--- config.mk ---
export PLATFORM = sky130hd
export DESIGN_NAME = link_capability_register
export DESIGN_NICKNAME = d
export VERILOG_FILES = /design/src/hw/link_cap_pkg.sv /design/src/hw/latency_decode.sv /design/src/hw/load_port.sv /design/src/hw/link_capability_register.sv
export SDC_FILE = /design/constraint.sdc
export NUM_CORES = 1
export LEC_CHECK = 0
export BUFFER_PORTS_ARGS = -buffer_cell sky130_fd_sc_hd__buf_2
export CORE_ASPECT_RATIO = 0.7
export CORE_MARGIN = 2
export CORE_UTILIZATION = 35
export DETAILED_ROUTE_END_ITERATION = 7
export PLACE_DENSITY = 0.63
export SLEW_MARGIN = 0
export SYNTH_ARGS = -nofsm -noshare
export SYNTH_HDL_FRONTEND = slang
export SYNTH_HIERARCHICAL = 1
export SYNTH_SLANG_ARGS = --single-unit
export TNS_END_PERCENT = 10
--- constraint.sdc ---
create_clock -name aclk -period 4.4 [get_ports aclk]
set_input_delay 0 -clock aclk [delete_from_list [all_inputs] [get_ports aclk]]
set_output_delay 0 -clock aclk [all_outputs]
set_load 0.03 [all_outputs]
--- src/hw/link_cap_pkg.sv ---
package link_cap_pkg;
    // register map
    localparam logic [11:0] LINK_CAP_OFFSET    = 12'h0CC;
    localparam logic [11:0] LOAD_DATA_OFFSET   = 12'h0D4;
    localparam logic [11:0] LOAD_STATUS_OFFSET = 12'h0D8;
    localparam int          ADDR_W             = 12;

    // field positions
    localparam int PORT_IDX_LSB     = 24;
    localparam int RSVD_LSB         = 21;
    localparam int ACT_REP_BIT      = 20;
    localparam int LOSS_REP_BIT     = 19;
    localparam int REFCLK_BIT       = 18;
    localparam int DEEP_LAT_LSB     = 15;
    localparam int SHALLOW_LAT_LSB  = 12;
    localparam int ASPM_LSB         = 10;
    localparam int LANE_LSB         = 4;
    localparam int RATE_LSB         = 0;

    // fixed and reset values
    localparam logic [7:0] PORT_IDX_VAL     = 8'h00;
    localparam logic [2:0] RSVD_VAL         = 3'h0;
    localparam logic       ACT_REP_VAL      = 1'b0;
    localparam logic       LOSS_REP_VAL     = 1'b0;
    localparam logic       REFCLK_VAL       = 1'b0;
    localparam logic [2:0] DEEP_LAT_RST     = 3'h2;
    localparam logic [2:0] SHALLOW_LAT_RST  = 3'h3;
    localparam logic [1:0] ASPM_VAL         = 2'h3;
    localparam logic [5:0] LANE_VAL         = 6'h01;
    localparam logic [3:0] RATE_VAL         = 4'h1;
    localparam logic [31:0] LINK_CAP_RST    = 32'h00013C11;

    // load staging register layout
    localparam int LOAD_DEEP_LSB    = 0;
    localparam int LOAD_SHALLOW_LSB = 4;
    localparam int LOAD_DEEP_EN     = 8;
    localparam int LOAD_SHALLOW_EN  = 9;

    // shallow latency code bounds, in ns (upper bound, exclusive)
    localparam int SHALLOW_BASE_NS  = 64;

    localparam logic [1:0] RESP_OKAY   = 2'h0;
    localparam logic [1:0] RESP_SLVERR = 2'h2;
endpackage

--- src/hw/latency_decode.sv ---
`timescale 1ns/1ps
module latency_decode
    import link_cap_pkg::*;
(
    // code in
    input  wire logic [2:0]  code,
    // range out, ns; max_ns zero means open ended
    output logic      [15:0] min_ns,
    output logic      [15:0] max_ns
);
    // from code 2 to code 6 each code doubles both bounds of the previous range; top code open from 4096 ns
    always_comb begin
        if (code == 3'h0) begin
            min_ns = 16'h0000;
            max_ns = 16'(SHALLOW_BASE_NS);
        end else if (code == 3'h7) begin
            min_ns = 16'(SHALLOW_BASE_NS << 6);
            max_ns = 16'h0000;
        end else begin
            min_ns = 16'(SHALLOW_BASE_NS << (code - 3'h1));
            max_ns = 16'(SHALLOW_BASE_NS << code);
        end
    end
endmodule // latency_decode

--- src/hw/load_port.sv ---
`timescale 1ns/1ps
module load_port
    import link_cap_pkg::*;
(
    // clock and reset
    input  wire logic        aclk,
    input  wire logic        aresetn,
    // eeprom load strobe and word
    input  wire logic        load_valid,
    input  wire logic [31:0] load_word,
    // decoded update
    output logic             deep_we,
    output logic [2:0]       deep_val,
    output logic             shallow_we,
    output logic [2:0]       shallow_val,
    output logic [31:0]      last_word
);
    typedef struct packed {
        logic [31:0] word;
    } state_t;
    state_t s_q, s_d;

    // enables carried in the load word so one field can load alone
    assign deep_we     = load_valid && load_word[LOAD_DEEP_EN];
    assign shallow_we  = load_valid && load_word[LOAD_SHALLOW_EN];
    assign deep_val    = load_word[LOAD_DEEP_LSB +: 3];
    assign shallow_val = load_word[LOAD_SHALLOW_LSB +: 3];
    assign last_word   = s_q.word;

    always_comb begin
        s_d = s_q;
        if (load_valid) begin
            s_d.word = load_word;
        end
    end

    always_ff @(posedge aclk) begin
        if (!aresetn) begin
            s_q <= '0;
        end else begin
            s_q <= s_d;
        end
    end
endmodule // load_port

--- src/hw/link_capability_register.sv ---
`timescale 1ns/1ps
module link_capability_register
    import link_cap_pkg::*;
(
    // clock and reset
    input  wire logic                      aclk,
    input  wire logic                      aresetn,
    // axi4-lite write address
    input  wire logic [link_cap_pkg::ADDR_W-1:0] s_axi_awaddr,
    input  wire logic                      s_axi_awvalid,
    output logic                           s_axi_awready,
    // axi4-lite write data
    input  wire logic [31:0]               s_axi_wdata,
    input  wire logic [3:0]                s_axi_wstrb,
    input  wire logic                      s_axi_wvalid,
    output logic                           s_axi_wready,
    // axi4-lite write response
    output logic [1:0]                     s_axi_bresp,
    output logic                           s_axi_bvalid,
    input  wire logic                      s_axi_bready,
    // axi4-lite read address
    input  wire logic [link_cap_pkg::ADDR_W-1:0] s_axi_araddr,
    input  wire logic                      s_axi_arvalid,
    output logic                           s_axi_arready,
    // axi4-lite read data
    output logic [31:0]                    s_axi_rdata,
    output logic [1:0]                     s_axi_rresp,
    output logic                           s_axi_rvalid,
    input  wire logic                      s_axi_rready,
    // eeprom load path
    input  wire logic                      load_valid,
    input  wire logic [31:0]               load_word,
    // decoded shallow latency range
    output logic [15:0]                    shallow_min_ns,
    output logic [15:0]                    shallow_max_ns
);
    typedef struct packed {
        logic        aw_have;
        logic [ADDR_W-1:0] aw_addr;
        logic        w_have;
        logic        bvalid;
        logic [1:0]  bresp;
        logic        rvalid;
        logic [1:0]  rresp;
        logic [31:0] rdata;
        logic [2:0]  deep_lat;
        logic [2:0]  shallow_lat;
        logic [3:0]  load_count;
    } state_t;

    state_t s_q, s_d;

    logic        deep_we;
    logic [2:0]  deep_val;
    logic        shallow_we;
    logic [2:0]  shallow_val;
    logic [31:0] last_word;
    logic [31:0] cap_word;

    function automatic logic mapped(input logic [ADDR_W-1:0] a);
        mapped = (a == LINK_CAP_OFFSET) || (a == LOAD_DATA_OFFSET)
              || (a == LOAD_STATUS_OFFSET);
    endfunction

    load_port i_load_port (
        .aclk        (aclk),
        .aresetn     (aresetn),
        .load_valid  (load_valid),
        .load_word   (load_word),
        .deep_we     (deep_we),
        .deep_val    (deep_val),
        .shallow_we  (shallow_we),
        .shallow_val (shallow_val),
        .last_word   (last_word)
    );

    latency_decode i_latency_decode (
        .code   (s_q.shallow_lat),
        .min_ns (shallow_min_ns),
        .max_ns (shallow_max_ns)
    );

    // fixed fields are constants so no path can ever disturb them
    always_comb begin
        cap_word = '0;
        cap_word[PORT_IDX_LSB +: 8]    = PORT_IDX_VAL;
        cap_word[RSVD_LSB +: 3]        = RSVD_VAL;
        cap_word[ACT_REP_BIT]          = ACT_REP_VAL;
        cap_word[LOSS_REP_BIT]         = LOSS_REP_VAL;
        cap_word[REFCLK_BIT]           = REFCLK_VAL;
        cap_word[DEEP_LAT_LSB +: 3]    = s_q.deep_lat;
        cap_word[SHALLOW_LAT_LSB +: 3] = s_q.shallow_lat;
        cap_word[ASPM_LSB +: 2]        = ASPM_VAL;
        cap_word[LANE_LSB +: 6]        = LANE_VAL;
        cap_word[RATE_LSB +: 4]        = RATE_VAL;
    end

    assign s_axi_awready = !s_q.aw_have && !s_q.bvalid;
    assign s_axi_wready  = !s_q.w_have && !s_q.bvalid;
    assign s_axi_arready = !s_q.rvalid;
    assign s_axi_bvalid  = s_q.bvalid;
    assign s_axi_bresp   = s_q.bresp;
    assign s_axi_rvalid  = s_q.rvalid;
    assign s_axi_rresp   = s_q.rresp;
    assign s_axi_rdata   = s_q.rdata;

    always_comb begin
        s_d = s_q;
        // write channel: data is accepted and dropped, all fields read-only
        if (s_axi_awvalid && s_axi_awready) begin
            s_d.aw_have = 1'b1;
            s_d.aw_addr = s_axi_awaddr;
        end
        if (s_axi_wvalid && s_axi_wready) begin
            s_d.w_have = 1'b1;
        end
        if (s_d.aw_have && s_d.w_have && !s_q.bvalid) begin
            s_d.aw_have = 1'b0;
            s_d.w_have  = 1'b0;
            s_d.bvalid  = 1'b1;
            s_d.bresp   = mapped(s_d.aw_addr) ? RESP_OKAY : RESP_SLVERR;
        end
        if (s_q.bvalid && s_axi_bready) begin
            s_d.bvalid = 1'b0;
        end
        // read channel
        if (s_q.rvalid && s_axi_rready) begin
            s_d.rvalid = 1'b0;
        end
        if (s_axi_arvalid && s_axi_arready) begin
            s_d.rvalid = 1'b1;
            s_d.rresp  = mapped(s_axi_araddr) ? RESP_OKAY : RESP_SLVERR;
            unique case (s_axi_araddr)
                LINK_CAP_OFFSET:    s_d.rdata = cap_word;
                LOAD_DATA_OFFSET:   s_d.rdata = last_word;
                LOAD_STATUS_OFFSET: s_d.rdata = {28'h0000000, s_q.load_count};
                default:            s_d.rdata = 32'h00000000;
            endcase
        end
        // latencies move only on the eeprom load path
        if (deep_we) begin
            s_d.deep_lat = deep_val;
        end
        if (shallow_we) begin
            s_d.shallow_lat = shallow_val;
        end
        if (load_valid) begin
            s_d.load_count = s_q.load_count + 4'h1;
        end
    end

    always_ff @(posedge aclk) begin
        if (!aresetn) begin
            s_q             <= '0;
            s_q.deep_lat    <= DEEP_LAT_RST;
            s_q.shallow_lat <= SHALLOW_LAT_RST;
        end else begin
            s_q <= s_d;
        end
    end

    // fixed fields on every read of the capability word
    a_fixed_fields: assert property (@(posedge aclk) disable iff (!aresetn)
        (s_axi_arvalid && s_axi_arready && s_axi_araddr == LINK_CAP_OFFSET)
        |=> (s_axi_rvalid && s_axi_rdata[31:24] == 8'h00))
        else $error("port index field wrong");

    a_reserved_zero: assert property (@(posedge aclk) disable iff (!aresetn)
        (s_axi_arvalid && s_axi_arready && s_axi_araddr == LINK_CAP_OFFSET)
        |=> (s_axi_rresp == RESP_OKAY && s_axi_rdata[23:21] == 3'h0))
        else $error("reserved bits not zero");

    a_flags_zero: assert property (@(posedge aclk) disable iff (!aresetn)
        (s_axi_arvalid && s_axi_arready && s_axi_araddr == LINK_CAP_OFFSET)
        |=> (s_axi_rdata[20:18] == 3'h0))
        else $error("capability flags not zero");

    a_latency_read: assert property (@(posedge aclk) disable iff (!aresetn)
        (s_axi_arvalid && s_axi_arready && s_axi_araddr == LINK_CAP_OFFSET)
        |=> (s_axi_rdata[17:12] == $past({s_q.deep_lat, s_q.shallow_lat})))
        else $error("latency fields not read back");

    a_reset_value: assert property (@(posedge aclk)
        $past(!aresetn) |-> cap_word == LINK_CAP_RST)
        else $error("capability word not at reset value");

    a_shallow_load: assert property (@(posedge aclk) disable iff (!aresetn)
        shallow_we |=> s_q.shallow_lat == $past(shallow_val))
        else $error("shallow latency not loaded");

    a_deep_load: assert property (@(posedge aclk) disable iff (!aresetn)
        deep_we |=> s_q.deep_lat == $past(deep_val))
        else $error("deep latency not loaded");

    a_write_inert: assert property (@(posedge aclk) disable iff (!aresetn)
        !load_valid |=> $stable(cap_word))
        else $error("capability changed without load");

    a_aspm_lane_rate: assert property (@(posedge aclk) disable iff (!aresetn)
        (s_axi_arvalid && s_axi_arready && s_axi_araddr == LINK_CAP_OFFSET)
        |=> (s_axi_rdata[11:0] == 12'hC11))
        else $error("aspm, lane or rate field wrong");

    // every shallow code against its range
    a_decode_zero: assert property (@(posedge aclk) disable iff (!aresetn)
        s_q.shallow_lat == 3'h0 |-> shallow_min_ns == 16'h0000 && shallow_max_ns == 16'h0040)
        else $error("latency decode wrong for code 0");

    a_decode_one: assert property (@(posedge aclk) disable iff (!aresetn)
        s_q.shallow_lat == 3'h1 |-> shallow_min_ns == 16'h0040 && shallow_max_ns == 16'h0080)
        else $error("latency decode wrong for code 1");

    a_decode_two: assert property (@(posedge aclk) disable iff (!aresetn)
        s_q.shallow_lat == 3'h2 |-> shallow_min_ns == 16'h0080 && shallow_max_ns == 16'h0100)
        else $error("latency decode wrong for code 2");

    a_decode_low: assert property (@(posedge aclk) disable iff (!aresetn)
        s_q.shallow_lat == 3'h3 |-> shallow_min_ns == 16'h0100 && shallow_max_ns == 16'h0200)
        else $error("latency decode wrong");

    a_decode_four: assert property (@(posedge aclk) disable iff (!aresetn)
        s_q.shallow_lat == 3'h4 |-> shallow_min_ns == 16'h0200 && shallow_max_ns == 16'h0400)
        else $error("latency decode wrong for code 4");

    a_decode_five: assert property (@(posedge aclk) disable iff (!aresetn)
        s_q.shallow_lat == 3'h5 |-> shallow_min_ns == 16'h0400 && shallow_max_ns == 16'h0800)
        else $error("latency decode wrong for code 5");

    a_decode_six: assert property (@(posedge aclk) disable iff (!aresetn)
        s_q.shallow_lat == 3'h6 |-> shallow_min_ns == 16'h0800 && shallow_max_ns == 16'h1000)
        else $error("latency decode wrong for code 6");

    a_decode_top: assert property (@(posedge aclk) disable iff (!aresetn)
        s_q.shallow_lat == 3'h7 |-> shallow_min_ns == 16'h1000 && shallow_max_ns == 16'h0000)
        else $error("latency decode wrong for code 7");

    // bus answers
    a_write_answer: assert property (@(posedge aclk) disable iff (!aresetn)
        s_axi_awvalid && s_axi_awready && s_axi_wvalid && s_axi_wready |=> s_axi_bvalid)
        else $error("write response late");

    a_write_okay: assert property (@(posedge aclk) disable iff (!aresetn)
        s_axi_awvalid && s_axi_awready && s_axi_wvalid && s_axi_wready && mapped(s_axi_awaddr)
        |=> s_axi_bresp == RESP_OKAY)
        else $error("mapped write not answered okay");

    a_write_slverr: assert property (@(posedge aclk) disable iff (!aresetn)
        s_axi_awvalid && s_axi_awready && s_axi_wvalid && s_axi_wready && !mapped(s_axi_awaddr)
        |=> s_axi_bresp == RESP_SLVERR)
        else $error("unmapped write not refused");

    a_bvalid_drop: assert property (@(posedge aclk) disable iff (!aresetn)
        s_axi_bvalid && s_axi_bready |=> !s_axi_bvalid)
        else $error("write response not retired");

    a_read_answer: assert property (@(posedge aclk) disable iff (!aresetn)
        s_axi_arvalid && s_axi_arready |=> s_axi_rvalid)
        else $error("read response late");

    a_rvalid_drop: assert property (@(posedge aclk) disable iff (!aresetn)
        s_axi_rvalid && s_axi_rready |=> !s_axi_rvalid)
        else $error("read response not retired");

    a_unmapped_read: assert property (@(posedge aclk) disable iff (!aresetn)
        s_axi_arvalid && s_axi_arready && !mapped(s_axi_araddr)
        |=> s_axi_rresp == RESP_SLVERR && s_axi_rdata == 32'h00000000)
        else $error("unmapped read not refused");

    a_status_read: assert property (@(posedge aclk) disable iff (!aresetn)
        s_axi_arvalid && s_axi_arready && s_axi_araddr == LOAD_STATUS_OFFSET
        |=> s_axi_rdata[31:4] == 28'h0000000)
        else $error("load status upper bits not zero");

    a_reset_idle: assert property (@(posedge aclk)
        $past(!aresetn) |-> s_axi_awready && s_axi_wready && s_axi_arready
        && !s_axi_bvalid && !s_axi_rvalid)
        else $error("bus not idle after reset");

    // load path
    a_last_word: assert property (@(posedge aclk) disable iff (!aresetn)
        load_valid |=> last_word == $past(load_word))
        else $error("last load word not kept");

    a_load_count: assert property (@(posedge aclk) disable iff (!aresetn)
        load_valid |=> s_q.load_count == $past(s_q.load_count) + 4'h1)
        else $error("load count not advanced");

    // a bus write in the same cycle must not disturb the latencies
    a_shallow_hold: assert property (@(posedge aclk) disable iff (!aresetn)
        !shallow_we |=> $stable(s_q.shallow_lat))
        else $error("shallow latency moved without load");

    a_deep_hold: assert property (@(posedge aclk) disable iff (!aresetn)
        !deep_we |=> $stable(s_q.deep_lat))
        else $error("deep latency moved without load");
endmodule // link_capability_register

Word level (Yosys, flattened, before mapping)
Cells that the tools add are included.
- register bits after elaboration: 94
- latch bits: 0
- memory bits (writable): 0
- memory bits (read-only): 0
- word-level logic and storage cells: 58
- memories: 0
- add/subtract/negate cells: 2
- $mul: 0
- div/mod/pow operators: 0
- $lt $le $gt $ge: 0
- equality and inequality tests: 7
- shifts and indexed selects: 2
- muxes and demuxes: 11
- bitwise logic cells: 1
- reductions and logical operators: 23
- operators by type and width (kind ; count):
    $pmux W32 S3 ; 1
    $eq A12 B8 Y1 const B ; 6
    $mux W16 ; 4
    $mux W35 ; 1
    $shl A7 B3 Y16 const A ; 2
    $mux W13 ; 1
    $logic_and A1 B1 Y1 ; 11
    $add A4 B1 Y4 const B ; 1
    $logic_not A1 Y1 ; 4
    $logic_or A1 B1 Y1 ; 4
    $mux W2 ; 2
    $reduce_or A2 Y1 ; 2
    $eq A3 B3 Y1 const B ; 1
    $logic_not A3 Y1 ; 1
    $sub A3 B1 Y3 const B ; 1
    $mux W1 ; 2
    $reduce_bool A2 Y1 ; 1
    $not A1 Y1 ; 1

Depth between registers and ports, before layout
Gate-level depths: netlist (run 1).
- depth after elaboration: 8
- mapped depth: 6

By module
Netlist (run 1), hierarchy kept.
- by module, submodules not included (module ; times used ; cells each ; area an instance (um^2)):
    link_capability_register ; 1 ; 325 ; 2956.6
    load_port ; 1 ; 111 ; 1296.2
    latency_decode ; 1 ; 36 ; 316.6

Worst setup path before layout (run 1)
Ideal clock, no wire load.
- path kind: reg2reg
- from: register s_q, in the netlist s_axi_bvalid
- to: register s_q, in the netlist s_axi_bresp[1]
- library setup time: 129 ps
- data arrival time: 1604 ps
- data required time: 4271 ps
- setup slack: 2666 ps
- cell stages (with the launch flop): 5
- period minus slack after synthesis: 1734 ps
- cell sequence: dfxtp_1 -> or3b_1 -> or4_1 -> nor4_1 -> o41ai_1
- cells in the longest elaborated chain, start to end: 8
- elaborated cells on any way between the ends: 15
- classes of those cells: 3 x eq/ne; 3 x mux; 9 x reduce/logical
- RTL lines (element ; RTL line ; source):
    from (decl) ; link_capability_register.sv:51 ; state_t s_q, s_d;
    $logic_not A1 Y1 * ; link_capability_register.sv:98, link_capability_register.sv:99, link_capability_register.sv:117 ;
    $logic_and A1 B1 Y1 ; link_capability_register.sv:98 ; assign s_axi_awready = !s_q.aw_have && !s_q.bvalid;
    $logic_and A1 B1 Y1 ; link_capability_register.sv:110 ; if (s_axi_awvalid && s_axi_awready) begin
    $mux W13 ; link_capability_register.sv:110 ;
    $eq A12 B8 Y1 ; link_capability_register.sv:61 ; mapped = (a == LINK_CAP_OFFSET) || (a == LOAD_DATA_OFFSET)
    $logic_or A1 B1 Y1 ; link_capability_register.sv:61 ;
    $logic_or A1 B1 Y1 ; link_capability_register.sv:62 ; || (a == LOAD_STATUS_OFFSET);
    $mux W2 ; link_capability_register.sv:121 ; s_d.bresp = mapped(s_d.aw_addr) ? RESP_OKAY : RESP_SLVERR;
Mark *: on every way between the ends. The rest lies on a longest branch, timed or not.
A chain may end at the register's enable or synchronous reset.

Final worst setup path (run 1)
Ends and elaborated chain as after synthesis.

==> results.yml, run 1 <==
timing:
  rsz0062_at_grt: "no"
  fin_crit_sh: 0.447
  setup_viol_count_final: 0
  timing.clock.skew_ns: 0.00758
  finalWorstPathRequiredPeriod_ns: 1.97
  worst_slew_margin_rel: 0.479
  worstMarginPinSlew_ns: 0.782
  totalNegativeSetupSlack_ns: 0
  final_hold_viol_count: 0
  slew_violations: 0
  maxClockFrequency_ghz: 0.508
critical_path:
  worstPathArrival_ns: 2.17
  crit_path_cell_trace: "or3b_1, or4_1, nor4_1, o41ai_1"
  timing.critical_path.slowest_cell_delay_ns: 0.59
  worst_setup_path_end_kind: "flop"
  critPathSlowestCell: "sky130_fd_sc_hd__or3b_1"
  path_delay_family: "simple AND/OR/NAND/NOR gates"
  critical_path_peak_fanout: 13
  timing.critical_path.from_type: "flop"
  path_buf_inv: 0
  timing_worst_setup_path_type: "reg -> reg"
  worst-endpoint-required_ns: 4.60
grt:
  largest_net_degree_at_the_start_of_global_routing: 44
  first_global_vias: 3371
  grt_pass1_wl_um: 16800
  groute.usage.overall: 0.151
  grt-ovfl-total: 0
  antenna_found_initial: 0
synthesis:
  postSynthAreaPerCell_um2: 9.68
  ys.flop_type: "sky130_fd_sc_hd__dfxtp_1"
  synth_enable_flop_cells: 0
  post_synth_cell_types: 54
  synth_seq_cells: 92
  synth.yosys.warnings: 6
  synth.area.top_cells: "sky130_fd_sc_hd__dfxtp_1 (40%), sky130_fd_sc_hd__buf_4 (9.9%), sky130_fd_sc_hd__mux2i_1 (8.1%), sky130_fd_sc_hd__nand2_1 (5.0%), sky130_fd_sc_hd__nor2b_1 (4.5%)"
  yosysTopAreaCell: "sky130_fd_sc_hd__dfxtp_1"
  yosysTopAreaCellShare: 0.403
  syn-cell-area_um2: 4570
  synth_cells: 472
  yosysSeqAreaShare: 0.403
  asyncSetResetFlopFracSynth: 0
job:
  cap_violations: 0
pwr:
  vdd.ir_drop.worst_mv: 0.226
  total_leakage_power_nw: 2.36
  p_per_area_nw_per_um2: 359
floorplan:
  vertical_extent_of_the_die_um: 99.6
  core.rowCount: 34
  core_area_um2: 12600
  num_io_pins: 173
  die_w_um: 141
  die_area_um2: 14000
  floorplan.initialDensity: 0.363
cells_and_area:
  final_core_util: 0.443
  layout-drive-gt1-share: 0.341
  layoutNonFillerInstCount: 749
  fin_nets: 683
  final_area_um2: 5580
  area_growth_syn_to_layout_pct: 22.0
  antenna_cells_inserted: 0
detailed_routing:
  vias: 3476
  post_drt_wl_per_cell_um: 14.4
  drtIter0Drc: 94
  viasPerCell: 4.64
  routed.top_layer: "met4"
  met1Wirelength_um: 5360
  post-route-drc-count: 0
  routed-wl-met3_um: 382
  antenna_violating_nets_post_route: 0
  met2_wirelength_um: 4970
  totalWireLength_um: 10800
  drt-pass1-iter-count: 4
clocking:
  clock-root-buffer: "sky130_fd_sc_hd__clkbuf_16"
  cts_post_setup_buffers_inserted: 0
  cts.htree.levels: 3
  cts_buffers: 9
  cts_tree: "done"
  worstSkewPairLatency_ns: 0.33
  clk_pin_slew_ns: 0.07
  cts_sinks: 92
  cts_max_path_buffers: 2
placement:
  gpl.final_weighted_congestion: 0.802
  placedInstanceArea_um2: 4790
  dp.cells: 687
  detailedPlacementHpwl_um: 7500
  port-buffer-count: 116
min_path:
  timing.hold.worst.class: "in -> reg"
status:
  result_of_the_run: "finished, final reports clean"
worst paths after layout:
kind,from,to,slack [ns],depth (start not counted)
worst min-delay path,load_word[9],i_load_port/last_word[9],0.08,3
worst max-delay path,s_axi_bvalid,s_axi_bresp[1],2.43,4
worst min register to register,s_q[50],s_q[50],0.45,2
worst max register to register,s_axi_bvalid,s_axi_bresp[1],2.43,4
placed cells by master, fill, tap and decap left out, types with 5 or more instances in the layout:
cell	Yosys	routed
sky130_fd_sc_hd__a21oi_1	18	18
sky130_fd_sc_hd__a21oi_2	23	23
sky130_fd_sc_hd__a22oi_1	9	9
sky130_fd_sc_hd__and3b_1	7	7
sky130_fd_sc_hd__buf_2	1	116
sky130_fd_sc_hd__buf_4	60	5
sky130_fd_sc_hd__clkbuf_16	0	9
sky130_fd_sc_hd__conb_1	2	20
sky130_fd_sc_hd__dfxtp_1	92	92
sky130_fd_sc_hd__dlygate4sd3_1	0	46
sky130_fd_sc_hd__mux2i_1	37	37
sky130_fd_sc_hd__nand2_1	61	61
sky130_fd_sc_hd__nand3_2	19	19
sky130_fd_sc_hd__nor2_1	17	17
sky130_fd_sc_hd__nor2b_1	33	32
sky130_fd_sc_hd__nor3b_2	6	6
sky130_fd_sc_hd__o21ai_1	8	8
per-layer routing:
| metal | vias up | track usage |
|---|---|---|
| met5 | - | 0 |
| met4 | 0 | 0.0362 |
| met3 | 10 | 0.0342 |
| met2 | 84 | 0.254 |
| met1 | 1642 | 0.199 |
| li1 | 1740 | - |
report_power, final:
| part | total [W] | switching (W) | leakage [nW] | internal [W] |
|---|---|---|---|---|
| Clock | 0.000827 | 0.000327 | 0.152 | 0.000501 |
| Combinational | 0.000272 | 0.000158 | 1.45 | 0.000114 |
| Sequential | 0.000902 | 0.0000317 | 0.753 | 0.000871 |
state kept, by name (all words and copies together) (netlist names):
| signal | cells |
|---|---|
| i_load_port/last_word | 32 |
| s_axi_rdata | 32 |
| s_q | 18 |
| cap_word | 6 |
| s_axi_bresp | 1 |
| s_axi_bvalid | 1 |
| s_axi_rresp | 1 |
| s_axi_rvalid | 1 |
cells in the mapped netlist, drive strengths merged (3+ instances only):
cell and count:
nor4 5, nor2b 33, o21a 3, buf 74, clkbuf 12, mux2i 37
nand3 22, dfxtp 92, or4 3, xor2 4, nand2 61, a21oi 41
nor3b 7, nor2 17, a22oi 9, and3b 7, nand3b 4, nor3 3
o21ai 13
final cells by class:
type	count	area, µm²
multi-input cells	309	2120
repair buffers	167	1080
inverters	3	11.3
fillers	1190	7020
flip-flops and latches	92	1840
clock inverters	7	97.6
well taps	162	203
clock buffers	9	225
worst min-delay path: stages:
cell,delay (ns)
sky130_fd_sc_hd__buf_2,0.08
sky130_fd_sc_hd__and2_4,0.18
sky130_fd_sc_hd__o21a_1,0.13
cell families (layout without fill, tap and decap cells):
| group | after synthesis | in the layout | synth area share |
|---|---|---|---|
| buffers and inverters | 89 | 186 | 0.150 |
| flip-flops | 92 | 92 | 0.403 |
| AO/OA/AOI/OAI | 74 | 74 | 0.116 |
| adder cells (fa/ha/maj) | 1 | 1 | 0.00274 |
| other | 2 | 20 | 0.00164 |
| multiplexers | 37 | 37 | 0.0811 |
| AND/OR/NAND/NOR | 172 | 172 | 0.236 |
| XOR/XNOR | 5 | 5 | 0.00958 |
timing repair:
item,in CTS,in global routing
hold endpoints to repair,51,0
resized for setup,0,0
hold buffers,46,0
setup endpoints to repair,0,0
per-stage QoR:
| step | setup slack (ns) | power (W) | hold WS, ns |
|---|---|---|---|
| final | 2.43 | 0.00200 | 0.0776 |
| after global routing | 2.28 | 0.00209 | 0.0918 |
| after CTS | 2.42 | 0.00203 | 0.0590 |
| after detailed placement | 2.42 | 0.00116 | 0.196 |
| after global placement | 2.49 | 0.00115 | 0.188 |
| after floorplan | 2.67 | 0.00111 | 0.0990 |
Note: power is estimated with default switching activity, not from simulation.
==> run 2, diff against run 1 <==
clock period = 2 ns   (was 4.4 ns; I/O delays follow)
==> run 2 against run 1 <==
Against the previous run:
- non-clock buffer count grew 7
- die area is the same
- sequential share of layout area shrank 0.15 points
- sequential power grew 120%
- flip-flop and latch count is the same
- final cell count grew 0.80%
- hold slack lost 0.051 ns
- largest power group unchanged
==> results.yml, run 2 (same netlist as run 1, synthesis figures left out) <==
critical_path:
  critical_path_peak_fanout: 7
  worstPathArrival_ns: 1.92
  worst-endpoint-required_ns: 2.21
  timing_worst_setup_path_type: "reg -> reg"
  reg2reg_depth: 4
  crit_path_cell_trace: "or3b_1, or4_1, nor4_1, o41ai_1"
  crit_cells: 4
  path_buf_inv: 0
  crit_path_start: "s_axi_bvalid"
  timing.critical_path.slowest_cell_delay_ns: 0.41
  critPathSlowestCell: "sky130_fd_sc_hd__or3b_1"
  path_delay_family: "simple AND/OR/NAND/NOR gates"
  rr_startpoint: "s_axi_bvalid"
  timing.critical_path.from_type: "flop"
  worst_setup_path_end_kind: "flop"
placement:
  port-buffer-count: 116
  detailedPlacementHpwl_um: 7890
  gpl.final_weighted_congestion: 0.810
  detailedPlace.worstSlack_ns: 0.297
pwr:
  share_of_power_burned_in_the_clock_network: 0.386
  vdd.ir_drop.worst_mv: 0.432
  cellInternalPower_w: 0.00314
  seqPwrFrac: 0.470
  p_per_area_nw_per_um2: 755
  comb_power_share: 0.144
  p_switching_w: 0.00109
  total_leakage_power_nw: 2.38
  total_power_w: 0.00423
  switching_share: 0.259
cells_and_area:
  layout-drive-gt1-share: 0.344
  fill_cells: 1227
  antenna_cells_inserted: 0
  ff_latch_area_um2: 1840
  fin_nets: 690
  area_growth_syn_to_layout_pct: 22.6
  layout_common_cells: "sky130_fd_sc_hd__buf_2 (116), sky130_fd_sc_hd__dfxtp_1 (92), sky130_fd_sc_hd__nand2_1 (61), sky130_fd_sc_hd__dlygate4sd3_1 (46), sky130_fd_sc_hd__mux2i_1 (37)"
  mostFrequentLayoutCell: "sky130_fd_sc_hd__buf_2"
  total_area_of_multi_input_combinational_cells_um2: 2120
clocking:
  cts_max_path_buffers: 2
  cts.htree.levels: 3
  worstSkewPairLatency_ns: 0.34
  cts_buffers: 9
  cts_tree: "done"
  clock-root-buffer: "sky130_fd_sc_hd__clkbuf_16"
  postCtsResizedCells: 0
  clk_pin_slew_ns: 0.06
  cts_sinks: 92
timing:
  totalNegativeSetupSlack_ns: 0
  holdWs_ns: 0.0266
  rsz0062_at_grt: "no"
  final_hold_viol_count: 0
  timing.clock.skew_ns: 0.00658
  worstMarginPinSlew_ns: 0.765
  maxClockFrequency_ghz: 0.585
  setup_viol_count_final: 0
  slew_violations: 0
  worst_slew_margin_rel: 0.488
  fin_crit_sh: 0.855
  timing.final.ws_setup_ns: 0.291
  finalWorstPathRequiredPeriod_ns: 1.71
grt:
  antenna_found_initial: 0
  global_route_track_usage_on_met2: 0.255
  met3_track_demand_over_resource_in_global_routing: 0.0414
  first_global_vias: 3453
  grt_use_met1: 0.209
  groute.usage.overall: 0.157
  largest_net_degree_at_the_start_of_global_routing: 32
  grt-ovfl-total: 0
  grt-busiest-layer: "met2"
  grt_pass1_wl_um: 17500
detailed_routing:
  antenna_violating_nets_post_route: 0
  viasPerCell: 4.65
  post_drt_wl_per_cell_um: 14.6
  drt-pass1-iter-count: 4
  vias: 3510
  drtIter0Drc: 131
  totalWireLength_um: 11000
  post-route-drc-count: 0
min_path:
  min_from: "aresetn"
  holdPathStages: 2
  timing.hold.worst.class: "in -> reg"
floorplan:
  die_area_um2: 14000
  core_area_um2: 12600
  die_w_um: 141
  floorplan.initialDensity: 0.363
  vertical_extent_of_the_die_um: 99.6
  core.rowCount: 34
  num_io_pins: 173
status:
  result_of_the_run: "finished, final reports clean"
job:
  cap_violations: 0
==> run 2: path summary, 6_finish.rpt <==
path,end,slack [ns]
worst max register to register,s_axi_bresp[1],0.29
worst min register to register,s_axi_rdata[14],0.45
worst min-delay path,cap_word[16],0.03
worst max-delay path,s_axi_bresp[1],0.29
==> run 2: stage by stage <==
| step | cell area (µm²) | util | cells |
|---|---|---|---|
| detailed placement | 4860 | 0.386 | 694 |
| global placement | 4860 | 0.386 | 694 |
| CTS | 5600 | 0.445 | 755 |
| global route | 5600 | 0.445 | 755 |
| floorplan | 4640 | - | 490 |
| finish | 5600 | 0.445 | 755 |
==> run 2: cell type report <==
cell class	count	area share
multi-input combinational	309	0.378
sequential	92	0.329
timing repair buffer	174	0.204
clock buffer	11	0.0415
tap	162	0.0362
clock inverter	4	0.00916
inverter	3	0.00201
==> run 2: metal layers <==
metal,part of all wire,vias up
met5,0,-
met4,0.0063,0
met1,0.48,1642
li1,-,1761
met2,0.46,100
met3,0.051,7
==> run 2: power groups by stage <==
stage | logic [W] | clock network, W | registers (W)
floorplan | 0.000441 | 0 | 0.00201
global placement | 0.000524 | 0 | 0.00202
detailed placement | 0.000537 | 0 | 0.00203
CTS | 0.000609 | 0.00170 | 0.00199
global route | 0.000661 | 0.00176 | 0.00200
finish | 0.000609 | 0.00163 | 0.00199
==> run 2: what timing repair did <==
item | in CTS | in global routing
buffers inserted | 0 | 0
endpoints found under the hold margin | 51 | 0
hold buffers | 46 | 0
